--- config.mk ---
export PLATFORM = sky130hd
export DESIGN_NAME = scg_gain
export DESIGN_NICKNAME = d
export VERILOG_FILES = /design/src/logic/scg_pkg.sv /design/src/logic/scg_gain.sv
export SDC_FILE = /design/constraint.sdc
export NUM_CORES = 2
export LEC_CHECK = 0
export CAP_MARGIN = 20
export CELL_PAD_IN_SITES_DETAIL_PLACEMENT = 2
export CELL_PAD_IN_SITES_GLOBAL_PLACEMENT = 2
export CORE_ASPECT_RATIO = 0.5
export CORE_MARGIN = 1
export CORE_UTILIZATION = 35
export CTS_CLUSTER_SIZE = 30
export DETAILED_ROUTE_END_ITERATION = 16
export DONT_BUFFER_PORTS = 1
export PLACE_DENSITY = 0.8
export SLEW_MARGIN = 20
export SYNTH_ARGS = -nofsm -noshare
export SYNTH_HDL_FRONTEND = slang
export SYNTH_SLANG_ARGS = --single-unit
--- constraint.sdc ---
create_clock -name clock -period 8.7 [get_ports clock]
set_input_delay 1.305 -clock clock [delete_from_list [all_inputs] [get_ports clock]]
set_output_delay 1.305 -clock clock [all_outputs]
set_load 0.01 [all_outputs]
--- src/logic/scg_pkg.sv ---
/*
 * Constants and types for the self-calibration gain block.
 * Assumes the command framing outside marks the start of each
 * coefficient transfer and hands over one bit per strobe.
 */
package scg_pkg;
	// ----------------------------------------------------------------
	// Coefficient format
	// ----------------------------------------------------------------
	localparam int SCG_COEF_W = 24;
	localparam int SCG_FRAC = 22; // Q1.22: 0x400000 is unity gain
	localparam int SCG_CNT_W = 5;
	localparam logic [4:0] SCG_LAST_BIT = 5'h17;
	localparam logic [23:0] SCG_COEF_RST = 24'h000000;
	localparam logic [23:0] SCG_ONE = 24'h400000;
	localparam logic [23:0] SCG_MINUS_ONE = 24'hc00000;
	localparam logic [23:0] SCG_MOST_NEG = 24'h800000;
	localparam logic [23:0] SCG_ZERO = 24'h000000;
	localparam logic [4:0] SCG_CNT_RST = 5'h00;
	localparam logic [4:0] SCG_CNT_ONE = 5'h01;

	// ----------------------------------------------------------------
	// Serial write state
	// ----------------------------------------------------------------
	typedef enum logic [1:0] {
		SCG_WR_IDLE = 2'b01,
		SCG_WR_SHIFT = 2'b10
	} scg_wr_e;
endpackage

--- src/logic/scg_gain.sv ---
/*
 * Self-calibration gain coefficient register with its serial access
 * and the gain stage of the conversion result path.
 * Assumes one clock and asynchronous active-low reset from the core,
 * serial bits already framed by the command decoder, and a
 * calibration sequencer that flags busy and delivers measured gain.
 */
`timescale 1ns/1ps
module scg_gain
	import scg_pkg::*;
#(
	parameter int FRAC_BITS = SCG_FRAC
) (
	input wire logic clock,
	input wire logic rst_n,
	input wire logic wr_start,
	input wire logic wr_bit_valid,
	input wire logic wr_bit,
	input wire logic rd_load,
	input wire logic rd_shift,
	output logic rd_bit,
	output logic wr_rejected,
	input wire logic cal_busy,
	input wire logic cal_done,
	input wire logic [23:0] cal_gain,
	input wire logic self_gain_bypass,
	input wire logic self_offset_bypass,
	input wire logic [23:0] self_offset_coefficient,
	input wire logic raw_valid,
	input wire logic [23:0] raw_result,
	output logic corr_valid,
	output logic [23:0] corr_result,
	output logic [23:0] self_gain_coefficient
);
	// ----------------------------------------------------------------
	// Declarations
	// ----------------------------------------------------------------
	scg_wr_e wr_state_q;
	logic [4:0] wr_cnt_q;
	logic [23:0] wr_sr_q;
	logic [23:0] wr_word;
	logic wr_commit;
	logic [23:0] coef_q;
	logic [23:0] rd_sr_q;
	logic rej_q;
	logic [23:0] off_q;
	logic off_v_q;
	logic [23:0] out_q;
	logic out_v_q;
	logic signed [24:0] diff;
	logic signed [47:0] prod;
	logic signed [47:0] prod_rnd;
	logic [23:0] scaled;

	// Clamp a 26-bit signed value into 24 bits
	function automatic logic [23:0] scg_sat(input logic [25:0] v);
		logic [23:0] r;
		r = v[23:0];
		if (v[25:23] != 3'b000 && v[25:23] != 3'b111) begin
			r = {v[25], {23{~v[25]}}};
		end
		return r;
	endfunction

	// ----------------------------------------------------------------
	// Serial write of the coefficient
	// ----------------------------------------------------------------
	// Word as it stands once the final bit arrives
	assign wr_word = {wr_sr_q[22:0], wr_bit};
	assign wr_commit = (wr_state_q == SCG_WR_SHIFT) && wr_bit_valid &&
		(wr_cnt_q == SCG_LAST_BIT);

	// Bit counter and shifter; a fresh start aborts a partial word
	always_ff @(posedge clock or negedge rst_n) begin
		if (!rst_n) begin
			wr_state_q <= SCG_WR_IDLE;
			wr_cnt_q <= SCG_CNT_RST;
			wr_sr_q <= SCG_ZERO;
		end else if (wr_start) begin
			wr_state_q <= SCG_WR_SHIFT;
			wr_cnt_q <= SCG_CNT_RST;
		end else begin
			unique case (wr_state_q)
				SCG_WR_IDLE: begin
					wr_cnt_q <= SCG_CNT_RST;
				end
				SCG_WR_SHIFT: begin
					if (wr_bit_valid) begin
						wr_sr_q <= wr_word;
						wr_cnt_q <= wr_cnt_q + SCG_CNT_ONE;
						if (wr_cnt_q == SCG_LAST_BIT) begin
							wr_state_q <= SCG_WR_IDLE;
						end
					end
				end
			endcase
		end
	end

	// ----------------------------------------------------------------
	// Coefficient register
	// ----------------------------------------------------------------
	// Calibration result beats a host word landing in the same cycle,
	// so the measured value is never lost
	always_ff @(posedge clock or negedge rst_n) begin
		if (!rst_n) begin
			coef_q <= SCG_COEF_RST;
		end else if (cal_done) begin
			coef_q <= cal_gain;
		end else if (wr_commit && !cal_busy) begin
			coef_q <= wr_word;
		end
	end

	// One-cycle flag for a word thrown away during calibration
	always_ff @(posedge clock or negedge rst_n) begin
		if (!rst_n) begin
			rej_q <= 1'b0;
		end else begin
			rej_q <= wr_commit && (cal_busy || cal_done);
		end
	end

	// ----------------------------------------------------------------
	// Serial read of the coefficient
	// ----------------------------------------------------------------
	// Snapshot at load so a calibration mid-read cannot tear the word
	always_ff @(posedge clock or negedge rst_n) begin
		if (!rst_n) begin
			rd_sr_q <= SCG_ZERO;
		end else if (rd_load) begin
			rd_sr_q <= coef_q;
		end else if (rd_shift) begin
			rd_sr_q <= {rd_sr_q[22:0], 1'b0};
		end
	end

	// ----------------------------------------------------------------
	// Offset removal stage
	// ----------------------------------------------------------------
	assign diff = $signed({raw_result[23], raw_result}) -
		$signed({self_offset_coefficient[23], self_offset_coefficient});

	// Subtract first, so the gain sees an offset-free code
	always_ff @(posedge clock or negedge rst_n) begin
		if (!rst_n) begin
			off_q <= SCG_ZERO;
			off_v_q <= 1'b0;
		end else begin
			off_v_q <= raw_valid;
			if (raw_valid) begin
				if (self_offset_bypass) begin
					off_q <= raw_result;
				end else begin
					off_q <= scg_sat({diff[24], diff});
				end
			end
		end
	end

	// ----------------------------------------------------------------
	// Gain stage
	// ----------------------------------------------------------------
	// Signed product, half-LSB rounding, then clamp; a full 48-bit
	// product costs area but removes any truncation bias
	assign prod = $signed(off_q) * $signed(coef_q);
	assign prod_rnd = prod + (48'sd1 <<< (FRAC_BITS - 1));
	assign scaled = scg_sat(26'(prod_rnd >>> FRAC_BITS));

	// Result leaves towards the system offset and gain stages
	always_ff @(posedge clock or negedge rst_n) begin
		if (!rst_n) begin
			out_q <= SCG_ZERO;
			out_v_q <= 1'b0;
		end else begin
			out_v_q <= off_v_q;
			if (off_v_q) begin
				out_q <= self_gain_bypass ? off_q : scaled;
			end
		end
	end

	// ----------------------------------------------------------------
	// Outputs
	// ----------------------------------------------------------------
	assign rd_bit = rd_sr_q[23];
	assign wr_rejected = rej_q;
	assign corr_valid = out_v_q;
	assign corr_result = out_q;
	assign self_gain_coefficient = coef_q;

	// ----------------------------------------------------------------
	// Assertions
	// ----------------------------------------------------------------
	property p_wr_load;
		@(posedge clock) disable iff (!rst_n)
		wr_commit && !cal_busy && !cal_done |=>
			coef_q == $past(wr_word);
	endproperty
	a_wr_load: assert property (p_wr_load)
		else $error("host word not stored");

	property p_busy_hold;
		@(posedge clock) disable iff (!rst_n)
		cal_busy && !cal_done |=> $stable(coef_q);
	endproperty
	a_busy_hold: assert property (p_busy_hold)
		else $error("coefficient changed while calibrating");

	property p_cal_load;
		@(posedge clock) disable iff (!rst_n)
		cal_done |=> coef_q == $past(cal_gain) && !corr_valid ||
			coef_q == $past(cal_gain);
	endproperty
	a_cal_load: assert property (p_cal_load)
		else $error("calibration gain not stored");

	property p_hold;
		@(posedge clock) disable iff (!rst_n)
		!cal_done && !wr_commit |=> $stable(coef_q);
	endproperty
	a_hold: assert property (p_hold)
		else $error("coefficient changed without cause");

	property p_rd_order;
		@(posedge clock) disable iff (!rst_n)
		rd_load ##1 (rd_shift && !rd_load) |=>
			rd_bit == $past(coef_q[22], 2);
	endproperty
	a_rd_order: assert property (p_rd_order)
		else $error("read bit order wrong");

	property p_rd_msb;
		@(posedge clock) disable iff (!rst_n)
		rd_load |=> rd_bit == $past(coef_q[23]);
	endproperty
	a_rd_msb: assert property (p_rd_msb)
		else $error("read does not start with held msb");

	property p_bypass;
		@(posedge clock) disable iff (!rst_n)
		off_v_q && self_gain_bypass |=> corr_result == $past(off_q);
	endproperty
	a_bypass: assert property (p_bypass)
		else $error("bypass did not pass result through");

	property p_unity;
		@(posedge clock) disable iff (!rst_n)
		off_v_q && !self_gain_bypass && coef_q == SCG_ONE |=>
			corr_result == $past(off_q);
	endproperty
	a_unity: assert property (p_unity)
		else $error("unity gain changed the result");

	property p_negate;
		@(posedge clock) disable iff (!rst_n)
		off_v_q && !self_gain_bypass && coef_q == SCG_MINUS_ONE &&
			off_q != SCG_MOST_NEG |=>
			corr_result == 24'(-$signed($past(off_q)));
	endproperty
	a_negate: assert property (p_negate)
		else $error("negative gain not treated as signed");

	property p_latency;
		@(posedge clock) disable iff (!rst_n)
		raw_valid |-> ##2 corr_valid;
	endproperty
	a_latency: assert property (p_latency)
		else $error("result not delivered two cycles later");

	property p_off_first;
		@(posedge clock) disable iff (!rst_n)
		raw_valid && self_offset_bypass |=> off_q == $past(raw_result);
	endproperty
	a_off_first: assert property (p_off_first)
		else $error("offset bypass altered the raw result");

	// Only a finished word that met a running calibration is flagged
	property p_reject;
		@(posedge clock) disable iff (!rst_n)
		wr_commit |=> wr_rejected == $past(cal_busy || cal_done);
	endproperty
	a_reject: assert property (p_reject)
		else $error("dropped word flag wrong");

	c_cal: cover property (@(posedge clock) disable iff (!rst_n)
		cal_done);
	c_rejected: cover property (@(posedge clock) disable iff (!rst_n)
		wr_commit && cal_busy);
	c_scaled: cover property (@(posedge clock) disable iff (!rst_n)
		off_v_q && !self_gain_bypass ##1 corr_valid);
	c_bypass: cover property (@(posedge clock) disable iff (!rst_n)
		off_v_q && self_gain_bypass);
endmodule

### Word-level counts from Yosys, hierarchy flattened

Index checks and enable logic that the tools add are counted.

| storage, ports and cells | value |
|---|---|
| register bits after elaboration | 129 |
| input bits | 84 |
| output and inout port bits | 51 |
| word-level logic and storage cells | 55 |

| operators by class | value |
|---|---|
| add/subtract/negate cells | 3 |
| multipliers | 1 |
| eq/ne operators | 6 |
| multiplexer cells | 15 |
| bitwise operators | 3 |
| reductions and logical operators | 17 |

Operators with widths:

| cell | count |
|---|---|
| 24-bit 2-to-1 mux | 8 |
| 48-bit by 23-bit adder with 48-bit output, second input constant | 1 |
| 24-bit by 24-bit multiplier with 48-bit output | 1 |
| 24-bit by 24-bit subtractor with 25-bit output | 1 |
| 5-bit 2-to-1 mux | 2 |
| 5-bit case mux with 2 select lines | 1 |
| 2-bit nonzero test | 5 |
| 3-bit != test, second input constant | 3 |
| 2-bit 2-to-1 mux | 4 |
| 1-bit logical AND | 6 |
| 3-bit AND reduction | 2 |
| 3-bit nonzero test | 2 |
| 5-bit by 1-bit adder with 5-bit output, second input constant | 1 |
| 5-bit == test, second input constant | 1 |
| 1-bit inverter | 3 |
| 2-bit by 1-bit == test with 1-bit output, second input constant | 1 |
| 2-bit == test, second input constant | 1 |
| 1-bit zero test | 1 |
| 1-bit logical OR | 1 |

### Depth between registers and ports, before layout

| logic depth | value |
|---|---|
| word-level depth | 6 |
| gate-level depth with buffers | 29 |
| mapped depth without buffers | 26 |

### Least setup slack after synthesis

No wires, ideal clock.

| timing | value |
|---|---|
| kind | register to register |
| start point | reg coef_q[0] (netlist: self_gain_coefficient[0]) |
| end point | reg out_q[19] (netlist: corr_result[19]) |
| library setup time | 127 ps |
| arrival | 7319 ps |
| data required time | 8573 ps |
| path slack | 1255 ps |
| stages on the path, launching flop included | 26 |
| clock period less this slack | 7445 ps |
| cell sequence | dfrtp_1 -> clkbuf_1 -> nand2_1 -> inv_1 -> fa_1 -> fa_1 -> inv_1 -> fa_1 -> inv_1 -> fa_1 -> fa_1 -> fa_1 -> fa_1 -> ha_1 -> clkbuf_1 -> a21oi_1 -> o21bai_1 -> a21o_1 -> a41o_1 -> a211oi_1 -> inv_1 -> or3_1 -> a31oi_1 -> and2_1 -> buf_4 -> a21oi_1 |

| on the way | value |
|---|---|
| cells in the longest elaborated chain, start to end | 6 |
| elaborated cells between the ends (all ways) | 8 |
| those cells by class | 1 x add/sub; 1 x mul; 1 x eq/ne; 2 x mux; 1 x bitwise; 2 x reduce/logical |

RTL lines:

| element | RTL line | RTL |
|---|---|---|
| start: declaration | scg_gain.sv:43 | `logic [23:0] coef_q;` |
| start signal: assignment | scg_gain.sv:109 | `coef_q <= cal_gain;` |
| start signal: assignment | scg_gain.sv:111 | `coef_q <= wr_word;` |
| 24-bit by 24-bit multiplier with 48-bit output (*) | scg_gain.sv:166 | `assign prod = $signed(off_q) * $signed(coef_q);` |
| 48-bit by 23-bit adder with 48-bit output (*) | scg_gain.sv:167 | `assign prod_rnd = prod + (48'sd1 <<< (FRAC_BITS - 1));` |
| 3-bit != test or 3-bit nonzero test (tied branches) | scg_gain.sv:59 | `if (v[25:23] != 3'b000 && v[25:23] != 3'b111) begin` |
| 1-bit logical AND | scg_gain.sv:59 |  |
| 24-bit 2-to-1 mux (*) | scg_gain.sv:59 |  |
| 24-bit 2-to-1 mux (*) | scg_gain.sv:178 | `out_q <= self_gain_bypass ? off_q : scaled;` |
| end signal: assignment | scg_gain.sv:178 |  |
| end: declaration | scg_gain.sv:48 | `logic [23:0] out_q;` |

Mark *: on every way between the ends. The rest lies on a longest branch, timed or not.
A chain may end at the register's enable or synchronous reset.

### Final worst setup path

| timing | value |
|---|---|
| start point | reg coef_q[13] (netlist: self_gain_coefficient[13]) |
| end point | reg out_q[0] (netlist: corr_result[0]) |

The elaborated chain is that of the path after synthesis.

==> flow_summary.yaml <==
setup_path:
  ff2ff_setup_slack_ns: 0.16
  setup.worst_path.class: "reg2reg"
  reg2reg_from: "self_gain_coefficient[13]"
  cp_max_fo: 16
  regToRegEndpoint: "corr_result[0]"
  start_kind: "register"
  cp_data_required_time_ns: 9.11
  cp-end-kind: "register"
  r2r_cells: 24
  cp.arrival_ns: 8.95
grt:
  grt_pass1_vias: 26070
  grt_pass1_wl_mm: 156.6
  grt_max_degree: 130
  track_usage: 0.2562
  antenna_found_initial: 8
  grt_overflow: 0
sta:
  fin_crit_ns: 8.540
  setup_violations: 0
  skew_ns: 0.02672
  slew_viol_final: 0
  finalCritPeriodShare: 0.9817
  tightest_slew_ns: 0.9408
  max_freq_mhz: 117.1
  slew_headroom: 0.3566
  rsz0062_at_grt: "no"
  fin_ws_ns: 0.1596
  hold_viol: 0
clock_tree:
  htreeDepth: 4
  insertion_delay_ns: 0.51
  cts_tree: "yes"
  clk_pin_slew_worst_paths_ns: 0.09
  cts_root_buf: "clkbuf_16"
  cts.sinks: 129
  cts_buffer_depth: 2
  numCtsBuffers: 17
floorplanning:
  start_util: 0.3566
  coreArea_um2: 77920
  dieArea_um2: 80580
  pin_count: 135
  num_rows: 72
  die_w_um: 400.5
  die_y_um: 201.2
synthesis:
  ys_seq_elements: 129
  syn-cell-area_um2: 27780
  async_flop_share: 1.000
  synth_flop_cell: "dfrtp_1"
  syn_nets: 3829
  synth_edf_count: 0
  synth_cell_types: 83
  yosys_warnings: 0
  synth_area_per_cell_um2: 9.311
  ys_seq_area_frac: 0.1162
  syn_inst: 2984
routing:
  detail-route-antenna-nets: 0
  wl_met3_mm: 3.363
  drt-initial-drc-count: 1127
  dr_total_vias: 21210
  wl_met2_mm: 54.85
  vias_per_cell: 5.329
  drc_errors: 0
  wire_per_inst_um: 25.33
  top_layer: "met4"
  met1_length_mm: 37.51
  drt_pass1_iterations: 5
  routed_wl_mm: 100.8
cells_and_area:
  utilization: 0.3814
  fin_area_um2: 29720
  fill_cells: 8500
  layout_commonest_cell: "inv_1"
  drive_gt1_frac: 0.06086
  area_delta_synth_final_pct: 6.958
  final_cell_mix: "inv_1, fa_1, nand2_1, and2_1, ha_1"
  fin_nets: 3773
placement:
  port_buffers: 0
  dp_slack_ns: -0.2915
  placement.cell_area_um2: 29040
  dp_hpwl_mm: 79.89
  gp_congestion: 0.8312
run:
  cap_violations: 0
run_status:
  status: "complete, no violations"
min_path:
  hp-class: "in2async"
-- metrics by stage --
stage               setup TNS [ns]  hold WS (ns)  instances
finish                           0        0.4950       3980
global route                     0        0.4892       3979
CTS                              0        0.4641       3976
detailed placement          -5.253        0.4900       3944
global placement                 0        0.4697       3944
floorplan                        0        0.4573       2984
-- Yosys cell counts, drive strengths merged, types with 3 or more instances --
| master | instances | share of area |
|---|---|---|
| inv | 640 | 0.086 |
| fa | 608 | 0.44 |
| nand2 | 428 | 0.058 |
| and2 | 242 | 0.055 |
| ha | 153 | 0.069 |
| clkbuf | 137 | 0.019 |
| dfrtp | 128 | 0.12 |
| o21ai | 120 | 0.022 |
| a21oi | 83 | 0.017 |
| nor2 | 51 | 0.0069 |
| mux2i | 49 | 0.018 |
| or3 | 41 | 0.0093 |
| xnor2 | 33 | 0.010 |
| a21o | 28 | 0.0077 |
| mux2 | 25 | 0.010 |
| nand3 | 16 | 0.0029 |
| xor2 | 15 | 0.0047 |
| nor3 | 14 | 0.0027 |
| a211oi | 13 | 0.0037 |
| nand2b | 13 | 0.0029 |
| o21a | 12 | 0.0032 |
| nand4 | 11 | 0.0025 |
| a31oi | 9 | 0.0026 |
| buf | 9 | 0.0020 |
| nor2b | 8 | 0.0018 |
| o211ai | 8 | 0.0023 |
| a21boi | 7 | 0.0019 |
| o2bb2ai | 6 | 0.0019 |
| and3 | 5 | 0.0011 |
| a2111oi | 4 | 0.0019 |
| a211o | 4 | 0.0013 |
| nand3b | 4 | 0.0011 |
| o21bai | 4 | 0.0011 |
| a311oi | 3 | 0.00095 |
| a31o | 3 | 0.00095 |
| nor4 | 3 | 0.00068 |
| o311ai | 3 | 0.0012 |
| o31ai | 3 | 0.00081 |
| or3b | 3 | 0.00095 |
| or4 | 3 | 0.00095 |
-- layout make-up --
type	count	area, µm²	area share
Multi-Input combinational cell	2068	21620	0.7274
Sequential cell	129	3242	0.1091
Inverter	641	2406	0.08096
Tap cell	1036	1296	0.04362
Timing Repair Buffer	71	533.0	0.01794
Clock buffer	17	425.4	0.01432
Clock inverter	15	190.2	0.006400
Antenna cell	3	7.507	0.0002526
-- worst max-delay path by stage --
stage / from / endpoint / cells past startpoint
floorplan: self_gain_coefficient[0] / corr_result[19] / 25
global placement: off_q[11] / corr_result[0] / 25
detailed placement: off_q[11] / corr_result[5] / 25
CTS: self_gain_coefficient[9] / corr_result[0] / 23
global route: self_gain_coefficient[23] / corr_result[10] / 23
finish: self_gain_coefficient[13] / corr_result[0] / 24
-- flip-flops by register name, summed over array words and instances (netlist names) --
| name | cells |
|---|---|
| rd_sr_q | 24 |
| self_gain_coefficient | 24 |
| wr_sr_q | 23 |
| corr_valid | 1 |
| wr_cnt_q | 5 |
| corr_result | 24 |
| off_q | 24 |
| wr_rejected | 1 |
| wr_state_q | 2 |
| off_v_q | 1 |
-- kinds of logic after synthesis --
group,share of synthesized area
AO/OA/AOI/OAI,0.07728
multiplexers,0.02779
flip-flops,0.1162
buffers and inverters,0.1071
XOR/XNOR,0.01513
adder cells (fa/ha/maj),0.5070
AND/OR/NAND/NOR,0.1495
-- layer usage --
metal	up-vias	global-route usage
met4	0	0.1206
met2	513	0.4841
met3	240	0.02742
met1	11530	0.2886
met5	-	0
li1	8927	-
-- worst max-delay path: stages, from the launching register on --
cell and delay, ns:
dfrtp_1 0.97, nand2_1 0.18, fa_1 0.59, inv_1 0.11, fa_1 0.64, fa_1 0.50, fa_1 0.50, fa_1 0.54
inv_1 0.05, fa_1 0.52, inv_1 0.06, fa_1 0.44, ha_1 0.38, a21o_1 0.19, a21oi_1 0.15, nor2b_1 0.08
a2111oi_0 0.83, buf_4 0.26, o221a_2 0.26, a31o_2 0.18, a21o_1 0.12, a32o_2 0.30, buf_4 0.26, nand3_1 0.12
a21oi_1 0.21
-- what timing repair did --
item / 4_1_cts / 5_1_grt
pin swaps: 0 / 1
setup buffers: 0 / 1
hold buffers: 0 / 0
gates resized for setup: 8 / 8
setup endpoints to repair: 23 / 23
Power is not shown: default switching activity piles up to over one toggle a cycle in this logic, so the estimate is an artifact.
